**src/rtl/dodc_pkg.sv**
```systemverilog
// Shared constants for the dual output clock divider control block.
// Assumes a 32-bit classic Wishbone register bus and one system clock.
package dodc_pkg;

	// Register byte addresses
	localparam logic [3:0] DODC_OSC_ADDR  = 4'h0;
	localparam logic [3:0] DODC_DIV_ADDR  = 4'h4;
	localparam logic [3:0] DODC_MODE_ADDR = 4'h8;
	localparam logic [3:0] DODC_STAT_ADDR = 4'hc;

	// Field widths and positions
	localparam int DODC_WORD_W   = 10;
	localparam int DODC_RANGE_W  = 5;
	localparam int DODC_RANGE_LSB = 16;
	localparam int DODC_DIV_W    = 10;
	localparam int DODC_CNT_W    = 11;
	localparam int DODC_MODE_W   = 9;
	localparam int DODC_WARM_W   = 14;

	// Mode register bits
	localparam int DODC_M_BYPASS  = 0;
	localparam int DODC_M_MPRE    = 1;
	localparam int DODC_M_RPRE    = 3;
	localparam int DODC_M_EN      = 5;
	localparam int DODC_M_SEL     = 6;
	localparam int DODC_M_RPDN    = 7;
	localparam int DODC_M_MPDN    = 8;

	// Status register bits
	localparam int DODC_S_DOWN    = 0;
	localparam int DODC_S_WARM    = 1;
	localparam int DODC_S_REF_ON  = 2;
	localparam int DODC_S_MAIN_ON = 3;

	// Reset values and post-divider offset
	localparam logic [DODC_MODE_W-1:0] DODC_MODE_RST = 9'h060;
	localparam logic [DODC_DIV_W-1:0]  DODC_DIV_RST  = 10'h000;
	localparam logic [DODC_CNT_W-1:0]  DODC_DIV_OFS  = 11'h002;

	// Power sequence
	typedef enum logic [1:0] {PWR_WARM, PWR_ON, PWR_DRAIN, PWR_OFF} dodc_pwr_e;

	// Divide by 1, 2, 4 or 8 from master level and master period counter
	function automatic logic dodc_prescale(input logic [1:0] code, input logic mclk,
		input logic [2:0] mcnt);
		logic r;
		r = mclk;
		case (code)
			2'h0: r = mclk;
			2'h1: r = mcnt[0];
			2'h2: r = mcnt[1];
			default: r = mcnt[2];
		endcase
		return r;
	endfunction

endpackage

```
**src/rtl/dodc_top.sv**
```systemverilog
// Dual output clock divider control: prescalers, post-divider, pin modes,
// power sequencing and a Wishbone register file for the stored settings.
// Assumes clk_i is the master oscillator clock; control pins are asynchronous.
//
// What this block does
// - Reference prescaler divides master clock by 1, 2, 4 or 8.
// - Independent main prescaler divides by 1, 2, 4 or 8 into post-divider.
// - Post-divider holds 10 bits and divides by 2 up to 1025.
// - A configuration bit lets the post-divider be bypassed entirely.
// - Bypass one sends prescaler straight out; zero runs the post-divider.
// - A 10-bit oscillator control word is presented to the oscillator.
// - A range offset selects the band of the oscillator control word.
// - All settings come from stored defaults at power-up.
// - Both outputs derive synchronously from master clock, set independently.
// - Enabling is synchronised to the output clock, glitch-free, taking effect while that clock is low.
// - Disabling waits for the output to be low before floating.
// - Three stored bits choose the reference control pin role.
// - Select-only mode muxes clocks; enable mode floats on pin high.
// - All reference bits clear floats output; pin high powers down.
// - Main pin is output enable, or power-down when its bit is set.
// - Power-down requests are ORed; a pin acts when its bit is set, the reference pin also with all its bits clear.
// - Power-down disables outputs first, then stops oscillator; no programming.
// - After power-up or wake-up outputs stay off about 8000 cycles.
// - Host programs all settings; device keeps them until reprogrammed.
// - Reference output comes from a mux of master and prescaled clock.
`timescale 1ns/1ps

module dodc_top
	import dodc_pkg::*;
#(
	parameter int                       STABLE_CYCLES = 8000,
	parameter logic [DODC_WORD_W-1:0]  WORD_RST      = 10'h200,
	parameter logic [DODC_RANGE_W-1:0] RANGE_RST     = 5'h10
) (
	input  wire logic                    clk_i,
	input  wire logic                    rst_i,
	input  wire logic                    wb_cyc_i,
	input  wire logic                    wb_stb_i,
	input  wire logic                    wb_we_i,
	input  wire logic [31:0]             wb_adr_i,
	input  wire logic [3:0]              wb_sel_i,
	input  wire logic [31:0]             wb_dat_i,
	output logic      [31:0]             wb_dat_o,
	output logic                         wb_ack_o,
	input  wire logic                    reference_control_pin_i,
	input  wire logic                    main_control_pin_i,
	output logic                         reference_clock_out_o,
	output logic                         reference_clock_out_oe_n_o,
	output logic                         main_clock_out_o,
	output logic                         main_clock_out_oe_n_o,
	output logic      [DODC_WORD_W-1:0]  osc_word_o,
	output logic      [DODC_RANGE_W-1:0] osc_range_o,
	output logic                         osc_run_o
);

	logic [DODC_WORD_W-1:0]  word_reg;
	logic [DODC_RANGE_W-1:0] range_reg;
	logic [DODC_DIV_W-1:0]   div_reg;
	logic [DODC_MODE_W-1:0]  mode_reg;
	logic                    ack_reg;
	logic [31:0]             rdat_reg;
	logic                    ref_s1_reg;
	logic                    ref_s2_reg;
	logic                    main_s1_reg;
	logic                    main_s2_reg;
	logic                    mclk_reg;
	logic [2:0]              mcnt_reg;
	logic                    p1_prev_reg;
	logic [DODC_CNT_W-1:0]   div_cnt_reg;
	logic                    ref_on_reg;
	logic                    main_on_reg;
	logic                    ref_out_reg;
	logic                    main_out_reg;
	logic                    ref_oe_n_reg;
	logic                    main_oe_n_reg;
	logic                    run_reg;
	logic [DODC_WARM_W-1:0]  warm_cnt_reg;
	dodc_pwr_e               state_reg;
	dodc_pwr_e               state_next;
	logic        bus_req;
	logic        wr_ok;
	logic        adr_hi_zero;
	logic [31:0] wmask;
	logic [31:0] osc_rd;
	logic [31:0] osc_wr;
	logic [31:0] div_wr;
	logic [31:0] mode_wr;
	logic        en_b;
	logic        sel_b;
	logic        rpdn_b;
	logic        mpdn_b;
	logic        bypass_b;
	logic        ref_pin;
	logic        main_pin;
	logic        p0_lvl;
	logic        p1_lvl;
	logic        ref_src;
	logic        ref_want;
	logic        main_want;
	logic        pd_req;
	logic [DODC_CNT_W-1:0] div_n;
	logic        div_hi;
	logic        main_src;

	// Bus decode and byte-lane merge
	assign bus_req     = wb_cyc_i & wb_stb_i & ~ack_reg;
	assign adr_hi_zero = (wb_adr_i[31:4] == 28'h0000000);
	assign wr_ok       = bus_req & wb_we_i & adr_hi_zero & (state_reg != PWR_OFF);
	assign wmask   = {{8{wb_sel_i[3]}}, {8{wb_sel_i[2]}}, {8{wb_sel_i[1]}}, {8{wb_sel_i[0]}}};
	assign osc_rd  = {11'h000, range_reg, 6'h00, word_reg};
	assign osc_wr  = (osc_rd & ~wmask) | (wb_dat_i & wmask);
	assign div_wr  = ({22'h000000, div_reg} & ~wmask) | (wb_dat_i & wmask);
	assign mode_wr = ({23'h000000, mode_reg} & ~wmask) | (wb_dat_i & wmask);

	// Settings restored from stored defaults on reset, kept until written
	always_ff @(posedge clk_i) begin
		if (rst_i) begin
			word_reg  <= WORD_RST;
			range_reg <= RANGE_RST;
			div_reg   <= DODC_DIV_RST;
			mode_reg  <= DODC_MODE_RST;
		end else if (wr_ok) begin
			case (wb_adr_i[3:0])
				DODC_OSC_ADDR: begin
					word_reg  <= osc_wr[DODC_WORD_W-1:0];
					range_reg <= osc_wr[DODC_RANGE_LSB +: DODC_RANGE_W];
				end
				DODC_DIV_ADDR: begin
					div_reg <= div_wr[DODC_DIV_W-1:0];
				end
				DODC_MODE_ADDR: begin
					mode_reg <= mode_wr[DODC_MODE_W-1:0];
				end
				default: ;
			endcase
		end
	end

	// Bus answer one cycle after the request; unmapped reads give zero
	always_ff @(posedge clk_i) begin
		if (rst_i) begin
			ack_reg  <= 1'b0;
			rdat_reg <= 32'h00000000;
		end else begin
			ack_reg  <= bus_req;
			rdat_reg <= 32'h00000000;
			if (bus_req && !wb_we_i && adr_hi_zero) begin
				case (wb_adr_i[3:0])
					DODC_OSC_ADDR:  rdat_reg <= osc_rd;
					DODC_DIV_ADDR:  rdat_reg <= {22'h000000, div_reg};
					DODC_MODE_ADDR: rdat_reg <= {23'h000000, mode_reg};
					DODC_STAT_ADDR: begin
						rdat_reg[DODC_S_DOWN]    <= (state_reg == PWR_OFF);
						rdat_reg[DODC_S_WARM]    <= (state_reg == PWR_WARM);
						rdat_reg[DODC_S_REF_ON]  <= ref_on_reg;
						rdat_reg[DODC_S_MAIN_ON] <= main_on_reg;
					end
					default: rdat_reg <= 32'h00000000;
				endcase
			end
		end
	end

	// Control pin synchronisers
	always_ff @(posedge clk_i) begin
		if (rst_i) begin
			ref_s1_reg  <= 1'b0;
			ref_s2_reg  <= 1'b0;
			main_s1_reg <= 1'b0;
			main_s2_reg <= 1'b0;
		end else begin
			ref_s1_reg  <= reference_control_pin_i;
			ref_s2_reg  <= ref_s1_reg;
			main_s1_reg <= main_control_pin_i;
			main_s2_reg <= main_s1_reg;
		end
	end

	assign ref_pin  = ref_s2_reg;
	assign main_pin = main_s2_reg;
	assign en_b     = mode_reg[DODC_M_EN];
	assign sel_b    = mode_reg[DODC_M_SEL];
	assign rpdn_b   = mode_reg[DODC_M_RPDN];
	assign mpdn_b   = mode_reg[DODC_M_MPDN];
	assign bypass_b = mode_reg[DODC_M_BYPASS];

	// Master clock phase and period counter, frozen while the oscillator is stopped
	always_ff @(posedge clk_i) begin
		if (rst_i) begin
			mclk_reg <= 1'b0;
			mcnt_reg <= 3'h0;
		end else if (state_reg != PWR_OFF) begin
			mclk_reg <= ~mclk_reg;
			if (mclk_reg) begin
				mcnt_reg <= mcnt_reg + 3'h1;
			end
		end
	end

	// Prescalers and reference select mux
	assign p0_lvl = dodc_prescale(mode_reg[DODC_M_RPRE +: 2], mclk_reg, mcnt_reg);
	assign p1_lvl = dodc_prescale(mode_reg[DODC_M_MPRE +: 2], mclk_reg, mcnt_reg);

	// Reference pin role and the clock it selects
	always_comb begin
		ref_src  = sel_b ? p0_lvl : mclk_reg;
		ref_want = 1'b0;
		if (rpdn_b) begin
			ref_want = ~ref_pin;
		end else if (en_b) begin
			ref_want = ~ref_pin;
		end else if (sel_b) begin
			ref_src  = ref_pin ? p0_lvl : mclk_reg;
			ref_want = 1'b1;
		end else begin
			ref_want = 1'b0;
		end
	end

	// Power-down requests from either pin: main when its bit is set, reference when its bit is set or all its bits are clear
	assign pd_req = (ref_pin & (rpdn_b | ~(en_b | sel_b))) | (main_pin & mpdn_b);
	assign main_want = ~main_pin;

	// Post-divider counting main prescaler periods
	assign div_n  = {1'b0, div_reg} + DODC_DIV_OFS;
	assign div_hi = (div_cnt_reg < (div_n >> 1));
	assign main_src = bypass_b ? p1_lvl : div_hi;

	always_ff @(posedge clk_i) begin
		if (rst_i) begin
			p1_prev_reg <= 1'b0;
			div_cnt_reg <= '0;
		end else begin
			p1_prev_reg <= p1_lvl;
			if (p1_lvl && !p1_prev_reg) begin
				if (div_cnt_reg >= div_n - DODC_CNT_W'(1)) begin
					div_cnt_reg <= '0;
				end else begin
					div_cnt_reg <= div_cnt_reg + DODC_CNT_W'(1);
				end
			end
		end
	end

	// Output enables change only while their clock is low
	always_ff @(posedge clk_i) begin
		if (rst_i) begin
			ref_on_reg    <= 1'b0;
			main_on_reg   <= 1'b0;
			ref_oe_n_reg  <= 1'b1;
			main_oe_n_reg <= 1'b1;
		end else begin
			if (!ref_src) begin
				ref_on_reg   <= ref_want & (state_reg == PWR_ON);
				ref_oe_n_reg <= ~(ref_want & (state_reg == PWR_ON));
			end
			if (!main_src) begin
				main_on_reg   <= main_want & (state_reg == PWR_ON);
				main_oe_n_reg <= ~(main_want & (state_reg == PWR_ON));
			end
		end
	end
	always_ff @(posedge clk_i) begin
		if (rst_i) begin
			ref_out_reg  <= 1'b0;
			main_out_reg <= 1'b0;
		end else begin
			ref_out_reg  <= ref_on_reg & ref_src;
			main_out_reg <= main_on_reg & main_src;
		end
	end

	// Power sequence: drain outputs, stop oscillator, warm up on wake
	always_comb begin
		state_next = state_reg;
		case (state_reg)
			PWR_WARM: begin
				if (pd_req) begin
					state_next = PWR_OFF;
				end else if (warm_cnt_reg == DODC_WARM_W'(STABLE_CYCLES - 1)) begin
					state_next = PWR_ON;
				end
			end
			PWR_ON: begin
				if (pd_req) begin
					state_next = PWR_DRAIN;
				end
			end
			PWR_DRAIN: begin
				if (!ref_on_reg && !main_on_reg) begin
					state_next = PWR_OFF;
				end
			end
			PWR_OFF: begin
				if (!pd_req) begin
					state_next = PWR_WARM;
				end
			end
			default: state_next = PWR_WARM;
		endcase
	end

	always_ff @(posedge clk_i) begin
		if (rst_i) begin
			state_reg    <= PWR_WARM;
			warm_cnt_reg <= '0;
			run_reg      <= 1'b1;
		end else begin
			state_reg <= state_next;
			run_reg   <= (state_next != PWR_OFF);
			if (state_reg == PWR_WARM) begin
				warm_cnt_reg <= warm_cnt_reg + DODC_WARM_W'(1);
			end else begin
				warm_cnt_reg <= '0;
			end
		end
	end

	assign wb_dat_o                   = rdat_reg;
	assign wb_ack_o                   = ack_reg;
	assign reference_clock_out_o      = ref_out_reg;
	assign reference_clock_out_oe_n_o = ref_oe_n_reg;
	assign main_clock_out_o           = main_out_reg;
	assign main_clock_out_oe_n_o      = main_oe_n_reg;
	assign osc_word_o                 = word_reg;
	assign osc_range_o                = range_reg;
	assign osc_run_o                  = run_reg;

	// Checks
	AST_OFF_FLOATS: assert property (@(posedge clk_i) disable iff (rst_i)
		(state_reg == PWR_OFF) |-> (!ref_on_reg && !main_on_reg && !run_reg))
		else $error("Outputs driven or oscillator running while off");
	AST_NO_PROG_OFF: assert property (@(posedge clk_i) disable iff (rst_i)
		(state_reg == PWR_OFF && bus_req && wb_we_i) |=> ($stable(mode_reg) && $stable(div_reg)))
		else $error("Setting changed while powered down");
	AST_WARM_OFF: assert property (@(posedge clk_i) disable iff (rst_i)
		(state_reg == PWR_WARM) |=> (!ref_on_reg && !main_on_reg))
		else $error("Output enabled during warm-up");
	AST_WARM_LEN: assert property (@(posedge clk_i) disable iff (rst_i)
		($past(state_reg) == PWR_WARM && state_reg == PWR_ON)
		|-> ($past(warm_cnt_reg) == DODC_WARM_W'(STABLE_CYCLES - 1)))
		else $error("Warm-up ended at wrong count");
	AST_EN_AT_LOW: assert property (@(posedge clk_i) disable iff (rst_i)
		$changed(ref_on_reg) |-> !$past(ref_src))
		else $error("Reference enable changed while clock high");
	AST_DIS_AT_LOW: assert property (@(posedge clk_i) disable iff (rst_i)
		$fell(main_on_reg) |-> (!$past(main_src) ##1 !main_out_reg))
		else $error("Main output floated while high");
	AST_REF_IDLE: assert property (@(posedge clk_i) disable iff (rst_i)
		(!en_b && !sel_b && !rpdn_b && !ref_on_reg) |=> !ref_on_reg)
		else $error("Reference output driven with all mode bits clear");
	AST_NO_PD: assert property (@(posedge clk_i) disable iff (rst_i)
		(!rpdn_b && !mpdn_b && (en_b || sel_b)) |-> !pd_req)
		else $error("Power-down requested with both bits clear");
	AST_BYPASS: assert property (@(posedge clk_i) disable iff (rst_i)
		bypass_b && main_on_reg && $stable(p1_lvl) |=> (main_out_reg == $past(p1_lvl)))
		else $error("Bypass does not pass prescaler");
	AST_DIV_RANGE: assert property (@(posedge clk_i) disable iff (rst_i)
		$stable(div_reg) |-> (div_cnt_reg < div_n || $past(div_cnt_reg) >= div_n))
		else $error("Post-divider count out of range");
	AST_WB_ACK: assert property (@(posedge clk_i) disable iff (rst_i)
		bus_req |=> (wb_ack_o ##1 !wb_ack_o))
		else $error("Bus answer not one cycle");
endmodule

```
**config.mk**
```make
export PLATFORM = sky130hd
export DESIGN_NAME = dodc_top
export DESIGN_NICKNAME = d
export VERILOG_FILES = /design/src/rtl/dodc_pkg.sv /design/src/rtl/dodc_top.sv
export SDC_FILE = /design/constraint.sdc
export NUM_CORES = 1
export LEC_CHECK = 0
export ABC_AREA = 0
export BUFFER_PORTS_ARGS = -buffer_cell sky130_fd_sc_hd__buf_2
export CAP_MARGIN = 20
export CORE_UTILIZATION = 53
export CTS_BUF_LIST = sky130_fd_sc_hd__clkbuf_8
export DETAILED_ROUTE_END_ITERATION = 10
export PLACE_DENSITY_LB_ADDON = 0.05
export SYNTH_ARGS = -nofsm -noshare
export SYNTH_HDL_FRONTEND = slang
export SYNTH_SLANG_ARGS = --single-unit
```
**constraint.sdc**
```tcl
create_clock -name clk_i -period 7.07 [get_ports clk_i]
set_input_delay 0.707 -clock clk_i [delete_from_list [all_inputs] [get_ports clk_i]]
set_output_delay 0.707 -clock clk_i [all_outputs]
set_load 0.01 [all_outputs]
```
==> impl_metrics.py <==
metrics = {
    "power": {
        "power_density_nw_per_um2": 177,
        "ir_worst_vdd_mv": 0.114,
        "p_leak_nw": 2.43,
    },
    "global_routing": {
        "grt_usage_pct": 23.2,
        "grt_pass1_wl_um": 16500,
        "grt.overflow.total": 0,
        "grt_pass1_vias": 3521,
        "antenna_found_initial": 0,
        "grt_max_degree": 67,
    },
    "yosys": {
        "yosys_register_bits": 93,
        "synthCells": 514,
        "synth_cell_type_count": 53,
        "synth_seq_area_share_pct": 39.5,
        "avgSynthCellArea_um2": 9.17,
        "netlist_area_um2": 4720,
        "ys.flop_type": "dfxtp_1",
        "async_flop_share_pct": 0,
        "synth_edf_count": 0,
        "yosysWarnings": 0,
    },
    "final_layout": {
        "nFillCells": 795,
        "layout.cells.non_filler": 708,
        "fin_nets": 693,
        "area_growth_pct": 13.5,
        "antenna_cells": 0,
        "drive_above_1_share_pct": 20.2,
        "multi_input_area_um2": 2660,
        "seq_area_um2": 1860,
    },
    "flow_run": {
        "maxCapViolations": 0,
    },
    "setup_path": {
        "cp.buffers_inverters": 0,
        "crit_slowest_cell": "dfxtp_1",
        "path_delay_family": "compound AO/OA/AOI/OAI gates",
        "critPathMaxStageDelay_ns": 0.52,
        "cpMostUsedCell": "ha_1",
        "path_cells": "ha_1 -> nand3_1 -> or3_1 -> and2_1 -> nand3b_1 -> mux2i_1 -> a31oi_1 -> ha_1 -> a2111oi_0 -> o211ai_1 -> a211oi_1",
        "worstSetupPathType": "register to register",
        "end_kind": "register",
        "critPathLaunchType": "register",
        "regToRegSetupSlack_ns": 3.22,
        "critPathMaxFanout": 11,
        "worst-path-stages": 11,
        "critical_path_arrival_ns": 4.12,
        "rr_worst_depth": 11,
        "crit_required_ns": 7.34,
    },
    "clocking": {
        "path_clk_slew_ns": 0.10,
        "cts_tree": "built",
        "numCtsBuffers": 9,
        "htree_levels": 3,
        "cts_resized": 0,
        "post_cts_buffers": 0,
        "hold_buffers": 0,
        "clk_latency_ns": 0.36,
        "clk_path_buf_depth": 2,
        "cts.sinks": 93,
        "cts-root-buf": "clkbuf_8",
    },
    "timing": {
        "hold_viol": 0,
        "setup_viol": 0,
        "fin_worst_skew_ns": 0.0130,
        "setup_tns_ns": 0,
        "period_minus_slack_ns": 3.85,
        "rsz0062_at_grt": "false",
        "finalCritPeriodShare_pct": 54.5,
        "fmax_mhz": 260,
        "max_slew.worst_pin.slew_ns": 0.998,
        "slew_violations": 0,
        "slew_headroom_pct": 33.3,
    },
    "place": {
        "dp.cells": 692,
        "place_hpwl_um": 7600,
        "place_congestion": 0.808,
        "io_buffer_count": 92,
    },
    "min_path": {
        "hold_depth": 1,
        "hold_class": "register to register",
    },
    "floorplan": {
        "rows": 34,
        "core_um2": 8680,
        "die_area_um2": 9280,
        "die_y_um": 96.3,
        "fp.dieW_um": 96.3,
        "start_util_pct": 54.3,
        "pin_count": 128,
    },
    "routing": {
        "firstDrtPassIters": 4,
        "wl_um": 10400,
        "drtIter0Drc": 149,
        "ant_nets": 0,
        "via_count": 3964,
        "post_drt_via_cell_ratio": 5.60,
        "wire_per_inst_um": 14.6,
        "drc": 0,
    },
    "run_status": {
        "status": "complete, no violations",
    },
}
-- power breakdown --
part / total [mW] / internal (mW) / switching, mW
clock: 0.339 / 0.141 / 0.198
sequential: 0.535 / 0.529 / 0.00553
combinational: 0.0753 / 0.0309 / 0.0444
-- cell type report --
type,count,share of cell area (%)
tap,108,2.52
clock buffer,10,2.57
clock inverter,6,0.888
sequential,93,34.8
timing repair buffer,94,8.88
inverter,10,0.701
multi-input combinational,387,49.6
-- Yosys cell counts (7+ instances only) --
cell type,number,area share [%]
dfxtp_1,93,39
nor2_1,78,6.2
mux2i_1,41,8.7
ha_1,23,6.1
nand2_1,22,1.8
clkbuf_1,19,1.5
xor2_1,19,3.5
a21oi_1,18,1.9
buf_4,18,2.9
xnor2_1,18,3.3
nand3_1,17,1.8
nor2b_1,14,1.9
a211oi_1,12,1.9
and3_1,12,1.6
inv_1,10,0.80
nand4_1,9,1.2
nor4_1,9,1.2
o21ai_0,8,0.85
nor3_1,7,0.74
-- metrics by stage --
stage / hold slack (ns) / power, mW / utilization, % / setup slack, ns / cell area (um^2)
finish: 0.446 / 0.949 / 61.7 / 3.22 / 5350
global route: 0.463 / 0.988 / 61.7 / 2.79 / 5350
floorplan: 0.414 / 0.601 / - / 3.91 / 4780
CTS: 0.447 / 0.956 / 61.7 / 3.17 / 5350
global placement: 0.427 / 0.620 / 59.5 / 3.26 / 5170
detailed placement: 0.424 / 0.623 / 59.5 / 3.18 / 5170
-- worst reg2reg max path, cell delays in order, from the launching register on --
cell	delay (ns)
dfxtp_1	0.52
ha_1	0.34
nand3_1	0.19
or3_1	0.41
and2_1	0.22
nand3b_1	0.18
mux2i_1	0.21
a31oi_1	0.11
ha_1	0.30
a2111oi_0	0.47
o211ai_1	0.48
a211oi_1	0.33
-- layer usage --
metal  wire length, um  track usage [%]  share of wire [%]  vias up
li1                  -                -                  -     1942
met1              4620             28.6                 45     1861
met2              5000             41.0                 48      147
met3               609             4.03                5.9       14
met4               138             7.23                1.3        0
met5                 0                0                  0        -
-- cells in the final DEF (no fill, tap or decap), types with 4 or more instances in the layout --
cell type  count
a211o_1        5
a211oi_1      12
a21oi_1       18
and3_1        12
buf_2         92
clkbuf_8      10
conb_1        17
dfxtp_1       93
ha_1          23
inv_1         11
mux2i_1       41
mux4_2         4
nand2_1       22
nand3_1       17
nand4_1        9
nor2_1        78
nor2b_1       14
nor3_1         7
nor4_1         9
o21a_1         4
o21ai_0        8
or3_1          5
xnor2_1       18
xor2_1        19
-- path summary, 6_finish.rpt --
kind,to,start
worst max-delay path,div_cnt_reg[9],register
worst min-delay path,main_pin,main_s1_reg
worst max register to register,div_cnt_reg[9],register
worst min register to register,main_pin,main_s1_reg
-- logic make-up (layout without fill, tap and decap cells) --
family	count (synthesis)	after routing	synth area share (%)
other cells	1	17	0.0795
fa+ha+maj	23	23	6.10
simple gates	195	195	21.2
compound gates	69	69	9.95
xor+xnor	37	37	6.87
mux	46	46	10.9
flops	93	93	39.5
buf+inv	50	120	5.44
Power figures use the tool's default switching activity.
